<file path="src/rtl/serial_core_defs.svh">
`ifndef SERIAL_CORE_DEFS_SVH
`define SERIAL_CORE_DEFS_SVH
// Overview of operation
// - Odd parity: receive error when ones in character plus parity are even.
// - Zero parity: send parity 0, never check it on receive.
// - No parity: no parity bit sent or expected, no parity error.
// - Character write starts transmit; start, parity, stop bits added.
// - Transmit done interrupt once shift register has emptied.
// - Mode bit 7 enables transmit and drives line idle high.
// - Receive enable samples input on the baud divider bit clock.
// - Low input starts counter; half bit later re-sample confirms start.
// - Frame ends after one stop bit, even with two stop bits set.
// - Completion copies character to receive buffer, raises receive done.
// - Errored frame still buffered; done suppressed when mode bit 1 set.
// - Receive disable aborts at once; buffer, status, interrupts unchanged.
// - Frame completing before buffer read sets overrun code 01h.
// - Parity mismatch sets parity error code 04h.
// - Missing stop bit sets framing error flag.
// - Receive error interrupt comes before receive done of that frame.
// - Status clears on buffer read or next frame; new errors set.
// - Internal clock stopped freezes baud, transmit and receive state and the output level.
// - External clock in low power keeps working; interrupts held pending.
// - Frame: start, 7 or 8 bits, optional parity, 1 or 2 stops.
// - 7-bit mode: transmit ignores bit 7, receive returns bit 7 zero.
// - Even parity: parity makes ones even; odd count is an error.

// ----------------------------------------
// Mode register fields
// ----------------------------------------
`define MODE_TXE 7
`define MODE_RXE 6
`define MODE_PAR_HI 5
`define MODE_PAR_LO 4
`define MODE_CL8 3
`define MODE_SL2 2
`define MODE_ISRM 1

// ----------------------------------------
// Error status codes and timing
// ----------------------------------------
`define ERR_OVR 8'h01
`define ERR_FRM 8'h02
`define ERR_PAR 8'h04
`define ERR_NONE 8'h00
`define BIT_TICKS_DEF 16
`define CHAR_BITS_7 4'h7
`define CHAR_BITS_8 4'h8
`endif

</file>
<file path="src/rtl/serial_core_pkg.sv">
package serial_core_pkg;
   typedef enum logic [1:0] {
      PAR_NONE = 2'h0,
      PAR_ZERO = 2'h1,
      PAR_ODD = 2'h2,
      PAR_EVEN = 2'h3
   } parity_e;
   typedef enum logic [3:0] {
      RX_IDLE = 4'h1,
      RX_START = 4'h2,
      RX_DATA = 4'h4,
      RX_STOP = 4'h8
   } rx_state_e;
endpackage : serial_core_pkg

</file>
<file path="src/rtl/async_serial_tx_rx_core.sv">
`timescale 1ns/100ps
`include "serial_core_defs.svh"
module async_serial_tx_rx_core
   import serial_core_pkg::*;
#(
   parameter int BIT_TICKS = `BIT_TICKS_DEF
) (
   input wire logic CLK_IN, // 100 MHz clock
   input wire logic RST_IN, // Sync reset, high
   input wire logic [7:0] SERIAL_MODE_REG_IN, // Mode control
   input wire logic [7:0] BAUD_DIVIDER_REG_IN, // Ticks minus one
   input wire logic TX_WRITE_IN, // Write strobe
   input wire logic [7:0] TX_DATA_IN, // Character to send
   input wire logic TX_FLAG_CLR_IN, // Clear done flag
   input wire logic RX_BUF_READ_IN, // Buffer read strobe
   input wire logic SERIAL_IN_PIN_IN, // Serial input line
   input wire logic EXT_CLK_SEL_IN, // External bit clock
   input wire logic LOW_POWER_IN, // Stop or idle mode
   output logic SERIAL_OUT_PIN_OUT, // Serial output line
   output logic SERIAL_OUT_OE_OUT, // Output driven
   output logic TX_BUSY_OUT, // Transmit in progress
   output logic TX_DONE_IRQ_OUT, // Transmit done pulse
   output logic TX_DONE_PENDING_FLAG_OUT, // Sticky done flag
   output logic [7:0] RX_BUFFER_REG_OUT, // Received character
   output logic [7:0] RX_ERROR_STATUS_REG_OUT, // Error codes
   output logic RX_DONE_IRQ_OUT, // Receive done pulse
   output logic RX_ERROR_IRQ_OUT, // Receive error pulse
   output logic RX_BUSY_OUT // Frame in progress
);

   localparam int HALF_TICKS = BIT_TICKS / 2;

   initial begin
      if (BIT_TICKS < 4 || BIT_TICKS > 32) begin
         $error("BIT_TICKS must be 4 to 32");
      end
   end

   // ----------------------------------------
   // Helpers
   // ----------------------------------------
   function automatic logic par_calc(input logic [7:0] d, input logic c8,
                                     input logic odd);
      logic ones;
      ones = ^{(c8 & d[7]), d[6:0]};
      return odd ? ~ones : ones;
   endfunction : par_calc

   function automatic logic [4:0] ph_inc(input logic [4:0] p);
      return 5'(p + 5'h01);
   endfunction : ph_inc

   // ----------------------------------------
   // Mode decode and clock gating
   // ----------------------------------------
   logic tx_en;
   logic rx_en;
   logic char8;
   logic stop2;
   logic isrm;
   parity_e par_mode;
   logic par_on;
   logic [3:0] nchar;
   logic run;
   logic hold;

   assign tx_en = SERIAL_MODE_REG_IN[`MODE_TXE];
   assign rx_en = SERIAL_MODE_REG_IN[`MODE_RXE];
   assign char8 = SERIAL_MODE_REG_IN[`MODE_CL8];
   assign stop2 = SERIAL_MODE_REG_IN[`MODE_SL2];
   assign isrm = SERIAL_MODE_REG_IN[`MODE_ISRM];
   assign par_mode = parity_e'(SERIAL_MODE_REG_IN[`MODE_PAR_HI:`MODE_PAR_LO]);
   assign par_on = (par_mode != PAR_NONE);
   assign nchar = char8 ? `CHAR_BITS_8 : `CHAR_BITS_7;
   assign run = ~(LOW_POWER_IN & ~EXT_CLK_SEL_IN);
   assign hold = LOW_POWER_IN;

   // ----------------------------------------
   // Baud divider
   // ----------------------------------------
   logic [7:0] div_q;
   logic tick;

   assign tick = run && (div_q == BAUD_DIVIDER_REG_IN);

   always_ff @(posedge CLK_IN) begin
      if (RST_IN) begin
         div_q <= 8'h00;
      end else if (run) begin
         div_q <= tick ? 8'h00 : 8'(div_q + 8'h01);
      end
   end

   // ----------------------------------------
   // Transmitter
   // ----------------------------------------
   logic [11:0] tx_frame_q;
   logic [3:0] tx_left_q;
   logic [4:0] tx_ph_q;
   logic tx_busy_q;
   logic tx_out_q;
   logic tx_go;
   logic tx_bit_end;
   logic tx_fin;
   logic [11:0] frame_d;
   logic [3:0] flen_d;

   assign tx_go = run && TX_WRITE_IN && tx_en && !tx_busy_q;
   assign tx_bit_end = tick && tx_busy_q && (tx_ph_q == 5'(BIT_TICKS - 1));
   assign tx_fin = tx_bit_end && (tx_left_q == 4'h0);

   always_comb begin
      frame_d = '1;
      frame_d[0] = 1'b0;
      for (int i = 0; i < 8; i++) begin
         if (i < int'(nchar)) begin
            frame_d[i + 1] = TX_DATA_IN[i];
         end
      end
      if (par_on) begin
         frame_d[nchar + 4'h1] = (par_mode == PAR_ZERO) ? 1'b0 :
            par_calc(TX_DATA_IN, char8, par_mode == PAR_ODD);
      end
      flen_d = 4'(nchar + 4'h2 + {3'h0, par_on} + {3'h0, stop2});
   end

   always_ff @(posedge CLK_IN) begin
      if (RST_IN) begin
         tx_busy_q <= 1'b0;
         tx_out_q <= 1'b1;
         tx_frame_q <= '1;
         tx_left_q <= 4'h0;
         tx_ph_q <= 5'h00;
      end else if (run) begin
         if (!tx_en) begin
            tx_busy_q <= 1'b0;
            tx_out_q <= 1'b1;
         end else if (tx_go) begin
            tx_busy_q <= 1'b1;
            tx_out_q <= frame_d[0];
            tx_frame_q <= {1'b1, frame_d[11:1]};
            tx_left_q <= 4'(flen_d - 4'h1);
            tx_ph_q <= 5'h00;
         end else if (tx_busy_q && tick) begin
            tx_ph_q <= tx_bit_end ? 5'h00 : ph_inc(tx_ph_q);
            if (tx_fin) begin
               tx_busy_q <= 1'b0;
               tx_out_q <= 1'b1;
            end else if (tx_bit_end) begin
               tx_out_q <= tx_frame_q[0];
               tx_frame_q <= {1'b1, tx_frame_q[11:1]};
               tx_left_q <= 4'(tx_left_q - 4'h1);
            end
         end
      end
   end

   assign SERIAL_OUT_PIN_OUT = tx_out_q;
   assign SERIAL_OUT_OE_OUT = tx_en;
   assign TX_BUSY_OUT = tx_busy_q;

   // ----------------------------------------
   // Receiver
   // ----------------------------------------
   rx_state_e rx_st_q;
   logic [4:0] rx_ph_q;
   logic [3:0] rx_idx_q;
   logic [8:0] rx_sh_q;
   logic [3:0] nbits_rx;
   logic rx_bit_end;
   logic rx_fin;
   logic [7:0] rx_data;
   logic rx_pbit;
   logic par_err;
   logic [7:0] err_d;
   logic unread_q;

   assign nbits_rx = 4'(nchar + {3'h0, par_on});
   assign rx_bit_end = tick && (rx_ph_q == 5'(BIT_TICKS - 1));
   assign rx_fin = run && rx_en && (rx_st_q == RX_STOP) && rx_bit_end;
   assign rx_data = {char8 & rx_sh_q[7], rx_sh_q[6:0]};
   assign rx_pbit = rx_sh_q[nchar];
   assign par_err = ((par_mode == PAR_ODD) || (par_mode == PAR_EVEN)) &&
      (par_calc(rx_data, char8, par_mode == PAR_ODD) != rx_pbit);
   assign err_d = (unread_q ? `ERR_OVR : `ERR_NONE) |
      (SERIAL_IN_PIN_IN ? `ERR_NONE : `ERR_FRM) |
      (par_err ? `ERR_PAR : `ERR_NONE);

   always_ff @(posedge CLK_IN) begin
      if (RST_IN) begin
         rx_st_q <= RX_IDLE;
         rx_ph_q <= 5'h00;
         rx_idx_q <= 4'h0;
         rx_sh_q <= 9'h000;
      end else if (run) begin
         if (!rx_en) begin
            rx_st_q <= RX_IDLE;
         end else if (tick) begin
            case (rx_st_q)
               RX_IDLE: begin
                  if (!SERIAL_IN_PIN_IN) begin
                     rx_st_q <= RX_START;
                     rx_ph_q <= 5'h00;
                  end
               end
               RX_START: begin
                  rx_ph_q <= ph_inc(rx_ph_q);
                  if (rx_ph_q == 5'(HALF_TICKS - 1)) begin
                     rx_st_q <= SERIAL_IN_PIN_IN ? RX_IDLE : RX_DATA;
                     rx_ph_q <= 5'h00;
                     rx_idx_q <= 4'h0;
                  end
               end
               RX_DATA: begin
                  rx_ph_q <= rx_bit_end ? 5'h00 : ph_inc(rx_ph_q);
                  if (rx_bit_end) begin
                     rx_sh_q[rx_idx_q] <= SERIAL_IN_PIN_IN;
                     rx_idx_q <= 4'(rx_idx_q + 4'h1);
                     if (rx_idx_q == 4'(nbits_rx - 4'h1)) begin
                        rx_st_q <= RX_STOP;
                     end
                  end
               end
               RX_STOP: begin
                  rx_ph_q <= rx_bit_end ? 5'h00 : ph_inc(rx_ph_q);
                  if (rx_bit_end) begin
                     rx_st_q <= RX_IDLE;
                  end
               end
               default: begin
                  rx_st_q <= RX_IDLE;
               end
            endcase
         end
      end
   end

   assign RX_BUSY_OUT = (rx_st_q != RX_IDLE);

   // ----------------------------------------
   // Receive buffer and status
   // ----------------------------------------
   always_ff @(posedge CLK_IN) begin
      if (RST_IN) begin
         RX_BUFFER_REG_OUT <= 8'h00;
      end else if (rx_fin) begin
         RX_BUFFER_REG_OUT <= rx_data;
      end
   end

   always_ff @(posedge CLK_IN) begin
      if (RST_IN) begin
         RX_ERROR_STATUS_REG_OUT <= `ERR_NONE;
      end else if (rx_fin) begin
         RX_ERROR_STATUS_REG_OUT <= err_d;
      end else if (RX_BUF_READ_IN) begin
         RX_ERROR_STATUS_REG_OUT <= `ERR_NONE;
      end
   end

   always_ff @(posedge CLK_IN) begin
      if (RST_IN) begin
         unread_q <= 1'b0;
      end else if (rx_fin) begin
         unread_q <= 1'b1;
      end else if (RX_BUF_READ_IN) begin
         unread_q <= 1'b0;
      end
   end

   // ----------------------------------------
   // Interrupt requests
   // ----------------------------------------
   logic rxe_raw;
   logic rxd_due_q;
   logic tx_pend_q;
   logic rxe_pend_q;
   logic rxd_pend_q;
   logic tx_any;
   logic rxe_any;
   logic rxd_any;

   assign rxe_raw = rx_fin && (err_d != `ERR_NONE);
   assign tx_any = tx_pend_q | (run & tx_fin);
   assign rxe_any = rxe_pend_q | rxe_raw;
   assign rxd_any = rxd_pend_q | rxd_due_q;

   always_ff @(posedge CLK_IN) begin
      if (RST_IN) begin
         rxd_due_q <= 1'b0;
      end else begin
         rxd_due_q <= rx_fin && ((err_d == `ERR_NONE) || !isrm);
      end
   end

   always_ff @(posedge CLK_IN) begin
      if (RST_IN) begin
         tx_pend_q <= 1'b0;
         rxe_pend_q <= 1'b0;
         rxd_pend_q <= 1'b0;
         TX_DONE_IRQ_OUT <= 1'b0;
         RX_ERROR_IRQ_OUT <= 1'b0;
         RX_DONE_IRQ_OUT <= 1'b0;
      end else begin
         tx_pend_q <= tx_any & hold;
         rxe_pend_q <= rxe_any & hold;
         rxd_pend_q <= rxd_any & (hold | rxe_pend_q);
         TX_DONE_IRQ_OUT <= tx_any & ~hold;
         RX_ERROR_IRQ_OUT <= rxe_any & ~hold;
         RX_DONE_IRQ_OUT <= rxd_any & ~hold & ~rxe_pend_q;
      end
   end

   always_ff @(posedge CLK_IN) begin
      if (RST_IN) begin
         TX_DONE_PENDING_FLAG_OUT <= 1'b0;
      end else if (run && tx_fin) begin
         TX_DONE_PENDING_FLAG_OUT <= 1'b1;
      end else if (TX_FLAG_CLR_IN) begin
         TX_DONE_PENDING_FLAG_OUT <= 1'b0;
      end
   end

   // ----------------------------------------
   // Assertions
   // ----------------------------------------
   property p_odd_err;
      @(posedge CLK_IN) disable iff (RST_IN)
      rx_fin && par_mode == PAR_ODD && !(^{rx_data, rx_pbit})
         |=> RX_ERROR_STATUS_REG_OUT[2];
   endproperty
   a_odd_err: assert property (p_odd_err) else $error("odd parity miss");

   property p_zero_par;
      @(posedge CLK_IN) disable iff (RST_IN)
      rx_fin && par_mode == PAR_ZERO |=> !RX_ERROR_STATUS_REG_OUT[2];
   endproperty
   a_zero_par: assert property (p_zero_par) else $error("zero parity flagged");

   property p_no_par;
      @(posedge CLK_IN) disable iff (RST_IN)
      rx_fin && par_mode == PAR_NONE |=> !RX_ERROR_STATUS_REG_OUT[2];
   endproperty
   a_no_par: assert property (p_no_par) else $error("no parity flagged");

   property p_even_err;
      @(posedge CLK_IN) disable iff (RST_IN)
      rx_fin && par_mode == PAR_EVEN && (^{rx_data, rx_pbit})
         |=> RX_ERROR_STATUS_REG_OUT[2];
   endproperty
   a_even_err: assert property (p_even_err) else $error("even parity miss");

   property p_start_bit;
      @(posedge CLK_IN) disable iff (RST_IN)
      tx_go |=> !SERIAL_OUT_PIN_OUT && TX_BUSY_OUT;
   endproperty
   a_start_bit: assert property (p_start_bit) else $error("no start bit");

   property p_idle_high;
      @(posedge CLK_IN) disable iff (RST_IN)
      tx_en && !tx_busy_q |-> SERIAL_OUT_PIN_OUT && SERIAL_OUT_OE_OUT;
   endproperty
   a_idle_high: assert property (p_idle_high) else $error("idle not high");

   property p_tx_irq;
      @(posedge CLK_IN) disable iff (RST_IN)
      run && tx_fin && !LOW_POWER_IN |=> TX_DONE_IRQ_OUT && !TX_BUSY_OUT;
   endproperty
   a_tx_irq: assert property (p_tx_irq) else $error("tx done missing");

   property p_buf_copy;
      @(posedge CLK_IN) disable iff (RST_IN)
      rx_fin |=> RX_BUFFER_REG_OUT == $past(rx_data);
   endproperty
   a_buf_copy: assert property (p_buf_copy) else $error("buffer not loaded");

   property p_err_first;
      @(posedge CLK_IN) disable iff (RST_IN)
      rxe_raw && !isrm && !LOW_POWER_IN ##1 !LOW_POWER_IN
         |-> RX_ERROR_IRQ_OUT && !RX_DONE_IRQ_OUT ##1 RX_DONE_IRQ_OUT;
   endproperty
   a_err_first: assert property (p_err_first) else $error("irq order wrong");

   property p_overrun;
      @(posedge CLK_IN) disable iff (RST_IN)
      rx_fin && unread_q |=> RX_ERROR_STATUS_REG_OUT[0];
   endproperty
   a_overrun: assert property (p_overrun) else $error("overrun missed");

   property p_abort;
      @(posedge CLK_IN) disable iff (RST_IN)
      run && !rx_en |=> rx_st_q == RX_IDLE && $stable(RX_BUFFER_REG_OUT);
   endproperty
   a_abort: assert property (p_abort) else $error("abort failed");

   property p_freeze;
      @(posedge CLK_IN) disable iff (RST_IN)
      !run |=> $stable(tx_out_q) && $stable(rx_ph_q);
   endproperty
   a_freeze: assert property (p_freeze) else $error("not frozen");

   c_tx_done: cover property (@(posedge CLK_IN) disable iff (RST_IN) TX_DONE_IRQ_OUT);
   c_rx_ok: cover property (@(posedge CLK_IN) disable iff (RST_IN)
      rx_fin && err_d == `ERR_NONE);
   c_rx_err: cover property (@(posedge CLK_IN) disable iff (RST_IN) RX_ERROR_IRQ_OUT);
   c_held: cover property (@(posedge CLK_IN) disable iff (RST_IN)
      rxe_pend_q ##1 RX_ERROR_IRQ_OUT);

endmodule : async_serial_tx_rx_core

</file>
<file path="config.mk">
export PLATFORM = sky130hd
export DESIGN_NAME = async_serial_tx_rx_core
export DESIGN_NICKNAME = d
export VERILOG_FILES = /design/src/rtl/serial_core_pkg.sv /design/src/rtl/async_serial_tx_rx_core.sv
export VERILOG_INCLUDE_DIRS = /design/src /design/src/rtl
export SDC_FILE = /design/constraint.sdc
export NUM_CORES = 1
export LEC_CHECK = 0
export BUFFER_PORTS_ARGS = -buffer_cell sky130_fd_sc_hd__clkbuf_2
export CORE_ASPECT_RATIO = 1.25
export CORE_MARGIN = 5
export CORE_UTILIZATION = 52
export DETAILED_ROUTE_END_ITERATION = 10
export PLACE_DENSITY_LB_ADDON = 0.15
export SETUP_SLACK_MARGIN = 0.02
export SYNTH_ARGS = -nofsm -noshare
export SYNTH_HDL_FRONTEND = slang
export SYNTH_SLANG_ARGS = --single-unit
</file>
<file path="constraint.sdc">
create_clock -name CLK_IN -period 2.2 [get_ports CLK_IN]
set_clock_uncertainty 0.15 [all_clocks]
set_input_delay 0.11 -clock CLK_IN [delete_from_list [all_inputs] [get_ports CLK_IN]]
set_output_delay 0.11 -clock CLK_IN [all_outputs]
set_load 0.01 [all_outputs]
</file>
* Word level (Yosys, flattened, before mapping) *
Cells that the tools add are included.

storage, ports and cells
  word-level logic and storage cells = 206
  output and inout port bits = 24
  flip-flop bits (word level) = 78
  input bits = 32

operators by class
  order comparisons = 13
  reduce and logical (&&, ||, !) cells = 42
  muxes and demuxes = 67
  $add $sub $neg = 12
  equality and inequality tests = 27
  bitwise operators = 24

operators by type and width
  operator                                            number
  two-way mux 12 bit                                  5
  two-way mux 4 bit                                   14
  two-way mux 5 bit                                   6
  two-way mux 1 bit                                   28
  two-way mux 8 bit                                   3
  logical AND 1 bit                                   17
  < comparator 3 x 4 -> 1 bit, first input constant   4
  one-hot mux 4 bit (4 select lines)                  1
  XOR reduction 8 bit                                 2
  < comparator 4 x 5 -> 1 bit, second input constant  3
  inequality test 3 bit, second input constant        5
  one-hot mux 5 bit (3 select lines)                  1
  AND reduction 5 bit                                 3
  adder 4 x 1 -> 4 bit                                3
  AND 1 bit                                           12
  bitwise mux 12 bit                                  1
  nonzero test 2 bit                                  6
  subtractor 4 x 1 -> 4 bit, second input constant    3
  adder 5 x 1 -> 5 bit, second input constant         2
  == test 5 x 4 -> 1 bit, second input constant       2
  bitwise mux 9 bit                                   1
  AND reduction 3 bit                                 3
  adder 4 x 1 -> 4 bit, second input constant         2
  adder 8 x 1 -> 8 bit, second input constant         1
  other kinds (36)                                    57

* Depth between registers and ports, before layout *
Gate-level depths: netlist (run 1).

  depth after elaboration = 13
  depth in mapped cells = 10

* Worst setup path after synthesis (run 1) *
Ideal clock, no wire load.

  kind = flip-flop to flip-flop
  start point = register div_q[4]
  end point = register tx_frame_q[7]
  arrival = 1976 ps
  slack = -48 ps
  stages on the path, launching flop included = 8
  clock period less this slack = 2248 ps
  library setup time = 122 ps
  cell sequence = dfxtp_1 -> xnor2_1 -> nand4_2 -> or4_4 -> nor3_4 -> o21ai_2 -> buf_6 -> a221o_1

on the way
  word-level cells in the longest chain between the ends = 7

ends and longest elaborated chain
  what                               line                                                            text
  start, declared                    async_serial_tx_rx_core.sv:81                                   logic [7:0] div_q;
  start signal, assigned             async_serial_tx_rx_core.sv:90                                   div_q <= tick ? 8'h00 : 8'(div_q + 8'h01);
  == test 8 bit (*)                  async_serial_tx_rx_core.sv:84                                   assign tick = run && (div_q == BAUD_DIVIDER_REG_IN);
  logical AND 1 bit (*)              async_serial_tx_rx_core.sv:84
  logical AND 1 bit (*)              async_serial_tx_rx_core.sv:109, async_serial_tx_rx_core.sv:144
  logical AND 1 bit                  async_serial_tx_rx_core.sv:109                                  assign tx_bit_end = tick && tx_busy_q && (tx_ph_q == 5'(BIT_TICKS - 1));
  logical AND 1 bit                  async_serial_tx_rx_core.sv:110                                  assign tx_fin = tx_bit_end && (tx_left_q == 4'h0);
  inequality test 2 bit (no line)    --
  AND reduction 5 bit (no line) (*)  --
  end signal, assigned               async_serial_tx_rx_core.sv:141                                  tx_frame_q <= {1'b1, frame_d[11:1]};
  end signal, assigned               async_serial_tx_rx_core.sv:151                                  tx_frame_q <= {1'b1, tx_frame_q[11:1]};
  end, declared                      async_serial_tx_rx_core.sv:97                                   logic [11:0] tx_frame_q;

Mark *: on every way between the ends. The rest lies on a longest branch, timed or not.
A chain may end at the register's enable or synchronous reset.

* Final worst setup path (run 1) *
  start point = register rx_ph_q[0]
  end point = register rx_st_q[0]

on the way
  word-level cells in the longest chain between the ends = 4

ends and longest elaborated chain
  what                               line                            text
  start, declared                    async_serial_tx_rx_core.sv:166  logic [4:0] rx_ph_q;
  start signal, assigned             async_serial_tx_rx_core.sv:207  rx_ph_q <= ph_inc(rx_ph_q);
  start signal, assigned             async_serial_tx_rx_core.sv:215  rx_ph_q <= rx_bit_end ? 5'h00 : ph_inc(rx_ph_q);
  start signal, assigned             async_serial_tx_rx_core.sv:225  rx_ph_q <= rx_bit_end ? 5'h00 : ph_inc(rx_ph_q);
  == test 5 x 4 -> 1 bit             async_serial_tx_rx_core.sv:179  assign rx_bit_end = tick && (rx_ph_q == 5'(BIT_TICKS - 1));
  logical AND 1 bit                  async_serial_tx_rx_core.sv:179
  inequality test 3 bit (no line)    --
  AND reduction 7 bit (no line) (*)  --
  end signal, assigned               async_serial_tx_rx_core.sv:209  rx_st_q <= SERIAL_IN_PIN_IN ? RX_IDLE : RX_DATA;
  end, declared                      async_serial_tx_rx_core.sv:165  rx_state_e rx_st_q;

Marked as above.

==> results of run 1 <==
[placed cells by master, fill, tap and decap left out, types with 3 or more instances in the layout]
master	instances
dlygate4sd3_1	13
conb_1	5
nand2_2	5
a31oi_1	5
xnor2_2	6
nor2b_1	4
buf_4	48
nand2_1	56
mux2i_1	11
dfxtp_1	62
nor2_1	62
and3_1	6
o21ai_1	3
inv_1	15
nor4_1	3
nor3_1	10
clkinvlp_4	3
o21ai_2	3
xnor2_1	17
nand2b_1	8
a21oi_1	33
nand4_1	5
ha_1	14
o21ai_0	8
dfxtp_2	8
xor2_1	9
clkbuf_2	49
or2_2	3
nor3b_1	5
nand3_1	8
clkbuf_8	10
[per-stage QoR]
stage / util, % / setup slack (ns) / total power [mW]
3_5_place_dp: 62.48 / -0.07547 / 1.630
6_report: 71.09 / 0.07105 / 2.744
2_1_floorplan: - / 0.01584 / 1.519
4_1_cts: 68.08 / 0.02466 / 2.740
5_1_grt: 71.09 / -0.05226 / 2.853
3_3_place_gp: 62.48 / -0.03787 / 1.624
[logic make-up after synthesis]
logic type               Yosys count  synth area share [%]
AO/OA/AOI/OAI                     83                 14.23
XOR/XNOR                          33                 8.086
adder cells (fa/ha/maj)           17                 5.880
buffers and inverters             42                 5.112
flip-flops                        70                 37.42
multiplexers                      12                 3.241
other                              1                0.1001
AND/OR/NAND/NOR                  201                 25.93
[Yosys cell counts, drive strengths merged, types with 3 or more instances]
master  count
o21ai      14
xor2        9
nor3       13
clkbuf     15
o311ai      7
nor4        4
nor2       63
nand3      10
nor3b       5
ha         16
and3        8
nand2b      8
mux2i      11
a21oi      35
xnor2      23
nand4       6
dfxtp      70
inv        15
or3         3
and2        3
a31oi       5
buf        12
or2         4
nor2b       4
nand2      61
[final timing paths]
path / from / end / slack (ns) / cells past startpoint
setup / recovery: rx_ph_q[0] / rx_st_q[0] / 0.07 / 9
hold / removal: TX_WRITE_IN / tx_ph_q[4] / 0.02 / 4
setup reg to reg: rx_ph_q[0] / rx_st_q[0] / 0.07 / 9
hold reg to reg: RX_BUFFER_REG_OUT[1] / RX_BUFFER_REG_OUT[1] / 0.31 / 2
[registers in the layout, indices dropped and copies added, names as in the netlist, 4 cells and up]
register           flops
div_q                  8
tx_frame_q             9
rx_st_q                4
RX_BUFFER_REG_OUT      8
tx_ph_q                5
rx_ph_q                5
rx_sh_q                9
rx_idx_q               4
tx_left_q              4
[per-layer routing]
metal,GRT usage [%],part of all wire (%),vias up
li1,-,-,1773
met1,24.21,43,1627
met2,35.45,50,88
met3,2.756,5.2,11
met4,9.955,1.2,0
met5,0,0,-
[critical path: cells and delay by family, from the launching register on]
| family | cells | cell delay, ns |
|---|---|---|
| adder cells (fa/ha/maj) | 2 | 0.30 |
| AO/OA/AOI/OAI | 5 | 0.94 |
| flip-flops | 1 | 0.34 |
| AND/OR/NAND/NOR | 2 | 0.27 |
[power breakdown]
part / switching (mW) / internal, mW / total, mW
registers: 0.0134 / 1.28 / 1.30
logic: 0.186 / 0.167 / 0.353
clock network: 0.533 / 0.560 / 1.09
total: 0.733 / 2.01 / 2.74
[cell type report]
type | instances | area, µm²
clock inverter | 6 | 70.07
clock buffer | 10 | 137.6
multi-input combinational | 352 | 2394
fill | 555 | 2017
sequential | 70 | 1411
tap | 90 | 112.6
inverter | 15 | 56.30
timing repair buffer | 113 | 778.2
[repair_timing]
action	in CTS	in global routing
cloned	0	1
hold buffers	13	0
endpoints found under the setup margin	27	39
gates resized for setup	9	43
hold endpoints to repair	18	0
pin swaps	8	16
setup buffers	0	3
==> results.md, run 1 <==
- Status: finished clean
- Cell count after synthesis: around 460
- Final number of hold-violating endpoints: 0
- Via density per instance: 5.334
- Synth Register Bits: 70
- Leakage power: ~2.1 nW
- Number of remaining DRC errors: 0
- Placed Cells: about 620
- Vias in the first global route: 3,433
- CTS sink cnt: 70
- Power Density: about 550 nW/µm²
- Asr flop ratio synth: 0%
- Max-Cap Viols: 0
- Initial DRT Pass Iterations: 4
- CP Launch Type: flop
- Routability Congestion: 0.8428
- Final wirelength: about 9.0 mm
- Synthesized area: around 3700 µm²
- Worst-skew pair later-pin latency: 0.35 ns
- Ports: 56
- Worst Path Required: 2.28 ns
- Initial antenna violation count: 0
- Worst hold slack: around 0.016 ns
- Post-route clock period utilization: 96.77%
- VDD IR max: 0.0005660 V
- Slowest cell delay on critical path: 0.34 ns
- RSZ-0062 raised after global routing: yes
- Area after DPL: about 4400 µm²
- Hold WC Path Type: input pin to flop
- Sequential share of the synthesized area: between 30% and 40%
- GR Overflow Total: 0
- Slowest-stage cell, CP: dfxtp_2
- EDFF count, synth: 0
- Worst Setup End Kind: flop
- Yosys top cell area share: 37.42%
- Number of DRC markers in iteration 0: roughly 130
- Avg Inst Size Synth: just over 8 µm²
- Largest cells by area after synthesis: dfxtp_1 (37%), nor2_1 (6.3%), nand2_1 (6.1%)
- Min Tclk post-route: 2.129 ns
- Leading area contributor after synthesis: dfxtp_1
- Non-filler instance count after layout: 656
- Crit path arrival time: about 2.2 ns
- Die ar.: around 9000 µm²
- Final Setup Violations: 0
- Worst-path clk slew: approximately 0.080 ns
- Via count: between 3,000 and 4,000
- Slew Limit Fails: 0
- ANT cells: 0
- Routed len/inst: around 14 µm
- Setup TNS: 0 ns
- IO Port Bufs: 49
- Yosys cell types: 65
- Final instance area: between 4000 and 5000 µm²
- Htree depth: 3
- CTS tree: done
- Core footprint: 6977 µm²
- Synth warn: 0
- First-pass GRT wire length: ~15 mm
- CP Max Fanout: 4
- CTS max path bufs: 2
- Final Net Count: 610
- Fmax: ~470 MHz
- FP Rows: 34
- Die Width: ~86 µm
- Area grow syn2layout: 32.44%
- Critical path cell sequence: ha_4, and3_4, ha_4, o22a_1, o22ai_2, nand2_1, o211a_1, a211oi_4, a32oi_1
- Die Ht: about 100 µm
- Root Buffer: clkbuf_8
- CP Class: flop to flop
- CTS Buf Count: 9
- Remaining antenna violation count: 0
- Starting Density: 53.68%
- HPWL after detailed placement: 6.563 mm
- Overall Global Routing Usage: 20.38%
- Pin count of the biggest net entering global routing: 21
- Fraction of layout instances using a drive strength above 1: 29.68%
- Most frequent cell on the critical path: ha_4
- Post-synth top flop: dfxtp_1
Note: power is estimated with default switching activity, not from simulation.
==> run 2: changes to the inputs <==
--- a/config.mk
+++ b/config.mk
@@ -6,10 +6,11 @@
 export SDC_FILE = /design/constraint.sdc
 export NUM_CORES = 1
 export LEC_CHECK = 0
+export ABC_AREA = 1
 export BUFFER_PORTS_ARGS = -buffer_cell sky130_fd_sc_hd__clkbuf_2
 export CORE_ASPECT_RATIO = 1.25
 export CORE_MARGIN = 5
-export CORE_UTILIZATION = 52
+export CORE_UTILIZATION = 53
 export DETAILED_ROUTE_END_ITERATION = 10
 export PLACE_DENSITY_LB_ADDON = 0.15
 export SETUP_SLACK_MARGIN = 0.02
==> run 2 against run 1 <==
Combinational power grew 7.6%. Utilization is 7.3 points lower. Fmax is 7.1% higher. Setup slack better by 0.14 ns. Final cell count increased by 24%. Total power grew 9.0%. Worst hold slack improved by 0.0040 ns. Highest routed layer unchanged. First-iteration DRC count rose by 47%. Critical path type unchanged. Clock-buffer cell count is the same. Register-to-register slack better by 0.14 ns. Largest cell class unchanged. Flip-flop and latch count unchanged. Global-route usage decreased by 0.15 points. Critical endpoint is now rx_sh_q[4].
==> results.md, run 2 <==
- Status: finished clean
- Synth warn: 0
- Initial DRT Pass Iterations: 6
- Routability Congestion: 0.8963
- Yosys top cell area share: 33.27%
- Power Density: around 600 nW/µm²
- Sequential share of the synthesized area: between 30 and 40%
- Ports: 56
- Critical path cell sequence: inv_2, nand2_1, nand2_1, inv_1, nand2_1, nor2_1, nand3_2, inv_2, nand3_2, nor2_2, nand2_1, nand2_1, inv_1, nor2_1
- Worst-skew pair later-pin latency: between 0.3 and 0.4 ns
- Synth Register Bits: 70
- Via density per instance: approximately 5.1
- Final Setup Violations: 0
- Root Buffer: clkbuf_8
- Final number of hold-violating endpoints: 0
- CP Class: flop to flop
- Leakage power: between 2 and 2.5 nW
- IO Port Bufs: 49
- Top flop regs: rx_sh_q x9, tx_frame_q x9
- Clock share of power: a little over two fifths
- Vias in the first global route: between 3,000 and 4,000
- Avg Inst Size Synth: 6.519 µm²
- CTS sink cnt: 70
- Cell count after synthesis: about 650
- Asr flop ratio synth: 0%
- Yosys cell types: 36
- Min Tclk post-route: 1.989 ns
- CTS tree: done
- Final Net Count: ~760
- Top-count cell post-synth: nand2_1
- Worst Setup End Kind: flop
- Largest cells by area after synthesis: dfxtp_1 (33%), nand2_1 (16%), inv_1 (7.8%)
- Die ar.: 9840 µm²
- Flop pwr share: a little over two fifths
- Fmax: just over 500 MHz
- Sw Ratio: between 20% and 30%
- Synthesized area: about 4200 µm²
- Post-synth top flop: dfxtp_1
- Worst-path clk slew: 0.08 ns
- CTS max path bufs: 2
- Most frequent cells in the layout: nand2_1 (181), inv_1 (86), nor2_1 (76), dfxtp_1 (68), nand3_1 (51)
- Post-route clock period utilization: 90.39%
- Most frequent cell on the critical path: nand2_1
- Sw power: 767.2 µW
- Slowest-stage cell, CP: dfxtp_1
- Number of DRC markers in iteration 0: approximately 200
- Leading area contributor after synthesis: dfxtp_1
- HPWL after detailed placement: between 7 and 8 mm
- EDFF count, synth: 0
- CTS Buf Count: 9
- Overall Global Routing Usage: approximately a fifth
- Max-Slew Margin vs Limit: approximately two thirds
- Max-Cap Viols: 0
- Setup TNS: 0 ns
- Crit path arrival time: 2.14 ns
- VDD IR max: about 0.00046 V
- Core footprint: roughly 7800 µm²
- Int Pwr: approximately 2.2 mW
- Die Ht: approximately 110 µm
- Most common cell after layout, fill and taps aside: nand2_1
- Remaining antenna violation count: 0
- Slowest cell delay on critical path: approximately 0.43 ns
- Top cells by count, synth: nand2_1 (181), inv_1 (87), nor2_1 (77)
- Number of remaining DRC errors: 0
- RSZ-0062 raised after global routing: yes
- Worst Path Required: roughly 2.4 ns
- Starting Density: between 50% and 60%
- Actual slew at the worst max-slew pin: roughly 0.53 ns
- Fraction of layout instances using a drive strength above 1: around 15%
- CP Max Fanout: 6
- Comb power frac: around an eighth
- Initial antenna violation count: 0
- First-pass GRT wire length: 16.53 mm
- Area grow syn2layout: 18.09%
- FP Rows: 36
- Worst hold slack: ~0.02 ns
- Pin count of the biggest net entering global routing: 17
- Htree depth: 3
- Die Width: approximately 90 µm
- GR Overflow Total: 0
- Final wirelength: 9.590 mm
- Via count: around 4,100
- ANT cells: 0
- Routed len/inst: roughly 12 µm
- CP Launch Type: flop
- Hold WC Path Type: input pin to flop
- Slew Limit Fails: 0
run 2: changes by cell type after synthesis, sizes merged, moves of 8 or more:
| cell | previous run | this run |
|---|---|---|
| inv | 15 | 95 |
| clkbuf | 15 | 7 |
| nand3 | 10 | 57 |
| nand4 | 6 | 15 |
| nor2 | 63 | 84 |
| xnor2 | 23 | 7 |
| and3 | 8 | 0 |
| mux2i | 11 | 0 |
| o21ai | 14 | 26 |
| nand2b | 8 | 0 |
| nand2 | 61 | 183 |
run 2: worst paths after layout:
check	to	slack, ns	from	depth (start not counted)
worst max register to register	rx_sh_q[4]	0.21	div_q[2]	14
worst min-delay path	RX_ERROR_STATUS_REG_OUT[2]	0.02	SERIAL_MODE_REG_IN[5]	3
worst max-delay path	rx_sh_q[4]	0.21	div_q[2]	14
worst min register to register	tx_pend_q	0.32	tx_pend_q	2
run 2: cells by family (layout without fill, tap and decap cells):
kind of cell / Yosys count / count (layout) / synth area share, %
XOR/XNOR: 19 / 19 / 3.951
AO/OA/AOI/OAI: 63 / 63 / 7.903
flip-flops: 70 / 70 / 33.27
adder cells (fa/ha/maj): 17 / 17 / 5.229
other: 1 / 5 / 0.08904
AND/OR/NAND/NOR: 357 / 357 / 37.17
multiplexers: 4 / 4 / 1.069
buffers and inverters: 115 / 184 / 11.32
run 2: metal layers:
metal	global-route usage [%]	wire length [µm]	share of wire, %
met4	7.127	162	1.7
met3	4.928	327	3.4
met5	0	0	0
met1	23.32	4160	43
met2	36.51	4941	52
run 2: critical path: cells and delay by family (launching register included):
kind	cells	cell delay, ns
buffers and inverters	4	0.28
DFF	1	0.43
and+or+nand+nor	10	1.03
run 2: through the flow:
stage | std cells | total power [mW] | instance area, µm² | util [%] | setup slack, ns
after floorplan | 650 | 1.590 | 4227 | - | 0.4547
after global placement | 784 | 1.681 | 4546 | 58.33 | 0.06212
after detailed placement | 784 | 1.692 | 4546 | 58.33 | 0.03576
after CTS | 813 | 3.011 | 4927 | 63.23 | 0.1431
after global routing | 814 | 3.136 | 4974 | 63.82 | 0.01233
final | 814 | 2.991 | 4974 | 63.82 | 0.2114
run 2: cell type report:
type	instances	area, µm²
clock buffers	10	137.6
clock inverters	6	108.9
fillers	736	2819
inverters	95	360.3
multi-input cells	465	2374
flip-flops and latches	70	1404
well taps	95	118.9
repair buffers	73	470.5
run 2: what timing repair did:
| action | 4_1_cts | 5_1_grt |
|---|---|---|
| gates resized for setup | 1 | 7 |
| endpoints found under the setup margin | 2 | 27 |
| hold buffers | 13 | 0 |
| setup buffers | 0 | 1 |
| endpoints found under the hold margin | 24 | 0 |
| pin swaps | 0 | 1 |
run 2: power by group through the flow:
stage	registers [mW]	clock network, mW	logic (mW)
2_1_floorplan	1.34	0	0.254
3_3_place_gp	1.34	0	0.344
3_5_place_dp	1.34	0	0.354
4_1_cts	1.31	1.33	0.374
5_1_grt	1.31	1.39	0.437
6_report	1.31	1.30	0.380
==> run 3: changes to the inputs <==
--- a/config.mk
+++ b/config.mk
@@ -9,10 +9,9 @@
 export ABC_AREA = 1
 export BUFFER_PORTS_ARGS = -buffer_cell sky130_fd_sc_hd__clkbuf_2
 export CORE_ASPECT_RATIO = 1.25
-export CORE_MARGIN = 5
-export CORE_UTILIZATION = 53
+export CORE_UTILIZATION = 55
 export DETAILED_ROUTE_END_ITERATION = 10
-export PLACE_DENSITY_LB_ADDON = 0.15
+export PLACE_DENSITY = 0.77
 export SETUP_SLACK_MARGIN = 0.02
 export SYNTH_ARGS = -nofsm -noshare
 export SYNTH_HDL_FRONTEND = slang
==> constraint.sdc (replaced) <==
create_clock -name CLK_IN -period 2.1 [get_ports CLK_IN]
set_clock_uncertainty 0.15 [all_clocks]
set_input_delay 0.105 -clock CLK_IN [delete_from_list [all_inputs] [get_ports CLK_IN]]
set_output_delay 0.105 -clock CLK_IN [all_outputs]
set_load 0.01 [all_outputs]
==> run 3 against run 2 <==
Total power up 3.5%. Largest cell class unchanged. Cell area up 1.8%. Highest routed layer unchanged. Clock-buffer cell count up 1. Register-to-register slack worse by 0.09 ns.
==> results.md, run 3 (same netlist as run 2, synthesis figures left out) <==
- Post-route clock period utilization: ~94%
- Pin count of the biggest net entering global routing: 18
- RSZ-0062 raised after global routing: no
- Power Total: 3.095 mW
- Place WS: -0.003446 ns
- Routability Congestion: around 0.91
- Slew Limit Fails: 0
- Area grow syn2layout: 20.17%
- Htree depth: 3
- Fraction of layout instances using a drive strength above 1: approximately 17%
- Vias in the first global route: roughly 4,000
- Via density per instance: between 5 and 6
- CP Max Fanout: 12
- Max-Cap Viols: 0
- Most common cell after layout, fill and taps aside: nand2_1
- Worst Path Required: approximately 2.2 ns
- CTS sink cnt: 70
- Power Density: 611.6 nW/µm²
- Status: finished clean
- Area after DPL: approximately 4500 µm²
- IO Port Bufs: a little under 50
- Routed len/inst: between 10 and 15 µm
- Crit-path leading delay family: simple AND/OR/NAND/NOR gates
- Initial antenna violation count: 0
- Top flop regs: rx_sh_q x9, tx_frame_q x9
- Actual slew at the worst max-slew pin: 0.5100 ns
- Number of remaining DRC errors: 0
- Most frequent cell on the critical path: nor2_4
- Overall Global Routing Usage: 25.24%
- Leakage power: approximately 2.5 nW
- VDD IR max: just over 0.0004 V
- FP Rows: 35
- Max-Slew Margin vs Limit: approximately two thirds
- Min Tclk post-route: roughly 2.0 ns
- Number of DRC markers in iteration 0: ~190
- Starting Density: a little under three fifths
- Most frequent cells in the layout: nand2_1 (180), inv_1 (86), nor2_1 (74), dfxtp_1 (64), nand3_1 (52)
- Core footprint: around 7400 µm²
- Initial DRT Pass Iterations: 5
- CP Buf/Inv Count: 2
- Slowest cell delay on critical path: 0.37 ns
- Final core occ: 68.39%
- ANT cells: 0
- Die Ht: roughly 100 µm
- CP Launch Type: flop
- CTS max path bufs: 2
- Critical path cell sequence: ha_1, nand3_1, nor2_4, nand4_4, buf_4, nor2_4, nor2_4, buf_12, nor2_1, nor2_1
- Worst-skew pair later-pin latency: around 0.35 ns
- Fin worst setup slack: 0.1241 ns
- Die Width: 80.27 µm
- Via count: 4,214
- Ports: 56
- Final number of hold-violating endpoints: 0
- Fmax: ~510 MHz
- Worst Setup End Kind: flop
- Crit path arrival time: about 2.1 ns
- Final Setup Violations: 0
- Final Net Count: ~770
- Hold WC Path Type: input pin to flop
- HPWL after detailed placement: approximately 7 mm
- Die ar.: roughly 8000 µm²
- Final instance area: slightly above 5000 µm²
- CTS Buf Count: 9
- Remaining antenna violation count: 0
- CP Class: flop to flop
- Slowest-stage cell, CP: dfxtp_1
- First-pass GRT wire length: 15.93 mm
- Worst-path clk slew: around 0.070 ns
- GR Overflow Total: 0
- CTS tree: done
- Final wirelength: 9.781 mm
- Root Buffer: clkbuf_8
-- run 3: through the flow --
stage          std cells  setup TNS [ns]  hold slack, ns
2_1_floorplan        650               0         0.03431
3_3_place_gp         782               0          0.1345
3_5_place_dp         782       -0.005791          0.1418
4_1_cts              812               0       0.0008269
5_1_grt              816               0         0.02868
6_report             816               0        0.004100
-- run 3: final timing paths --
path | from | endpoint | slack, ns | depth (start not counted)
setup / recovery | tx_ph_q[1] | tx_left_q[1] | 0.12 | 10
hold reg to reg | tx_pend_q | tx_pend_q | 0.31 | 2
setup reg to reg | tx_ph_q[1] | tx_left_q[1] | 0.12 | 10
hold / removal | TX_DATA_IN[6] | tx_frame_q[6] | 0.004 | 5
-- run 3: cell type report --
| class | instances | area (µm²) |
|---|---|---|
| Sequential cell | 70 | 1411 |
| Tap cell | 92 | 115.1 |
| Inverter | 95 | 362.8 |
| Fill cell | 632 | 2340 |
| Timing Repair Buffer | 78 | 516.7 |
| Clock inverter | 4 | 95.09 |
| Timing Repair inverter | 1 | 5.005 |
| Multi-Input combinational cell | 465 | 2414 |
| Clock buffer | 11 | 141.4 |
-- run 3: metal layers --
metal  up-vias  part of all wire, %  GRT usage, %  wire length (µm)
met5         -                    0             0                 0
met2       103                   52         45.63              5110
met1      1924                   41         27.85              4042
met3        20                  4.0         5.455               395
met4         0                  2.4         11.40               232
li1       2167                    -             -                 -
-- run 3: report_power, final --
group          total (mW)  switching, mW  internal (mW)
Clock                1.32          0.504          0.814
Sequential           1.37         0.0197           1.35
Combinational       0.406          0.246          0.160
-- run 3: timing repair --
item	CTS	global route
cloned	0	1
setup buffers	0	3
pin swaps	0	2
setup endpoints to repair	13	44
hold endpoints to repair	22	0
hold buffers	15	0
gates resized for setup	1	23
-- run 3: worst register-to-register path, stage by stage, from the launching register on --
cell and delay (ns):
dfxtp_1 0.37, ha_1 0.21, nand3_1 0.19, nor2_4 0.20
nand4_4 0.14, buf_4 0.18, nor2_4 0.11, nor2_4 0.05
buf_12 0.14, nor2_1 0.09, nor2_1 0.05
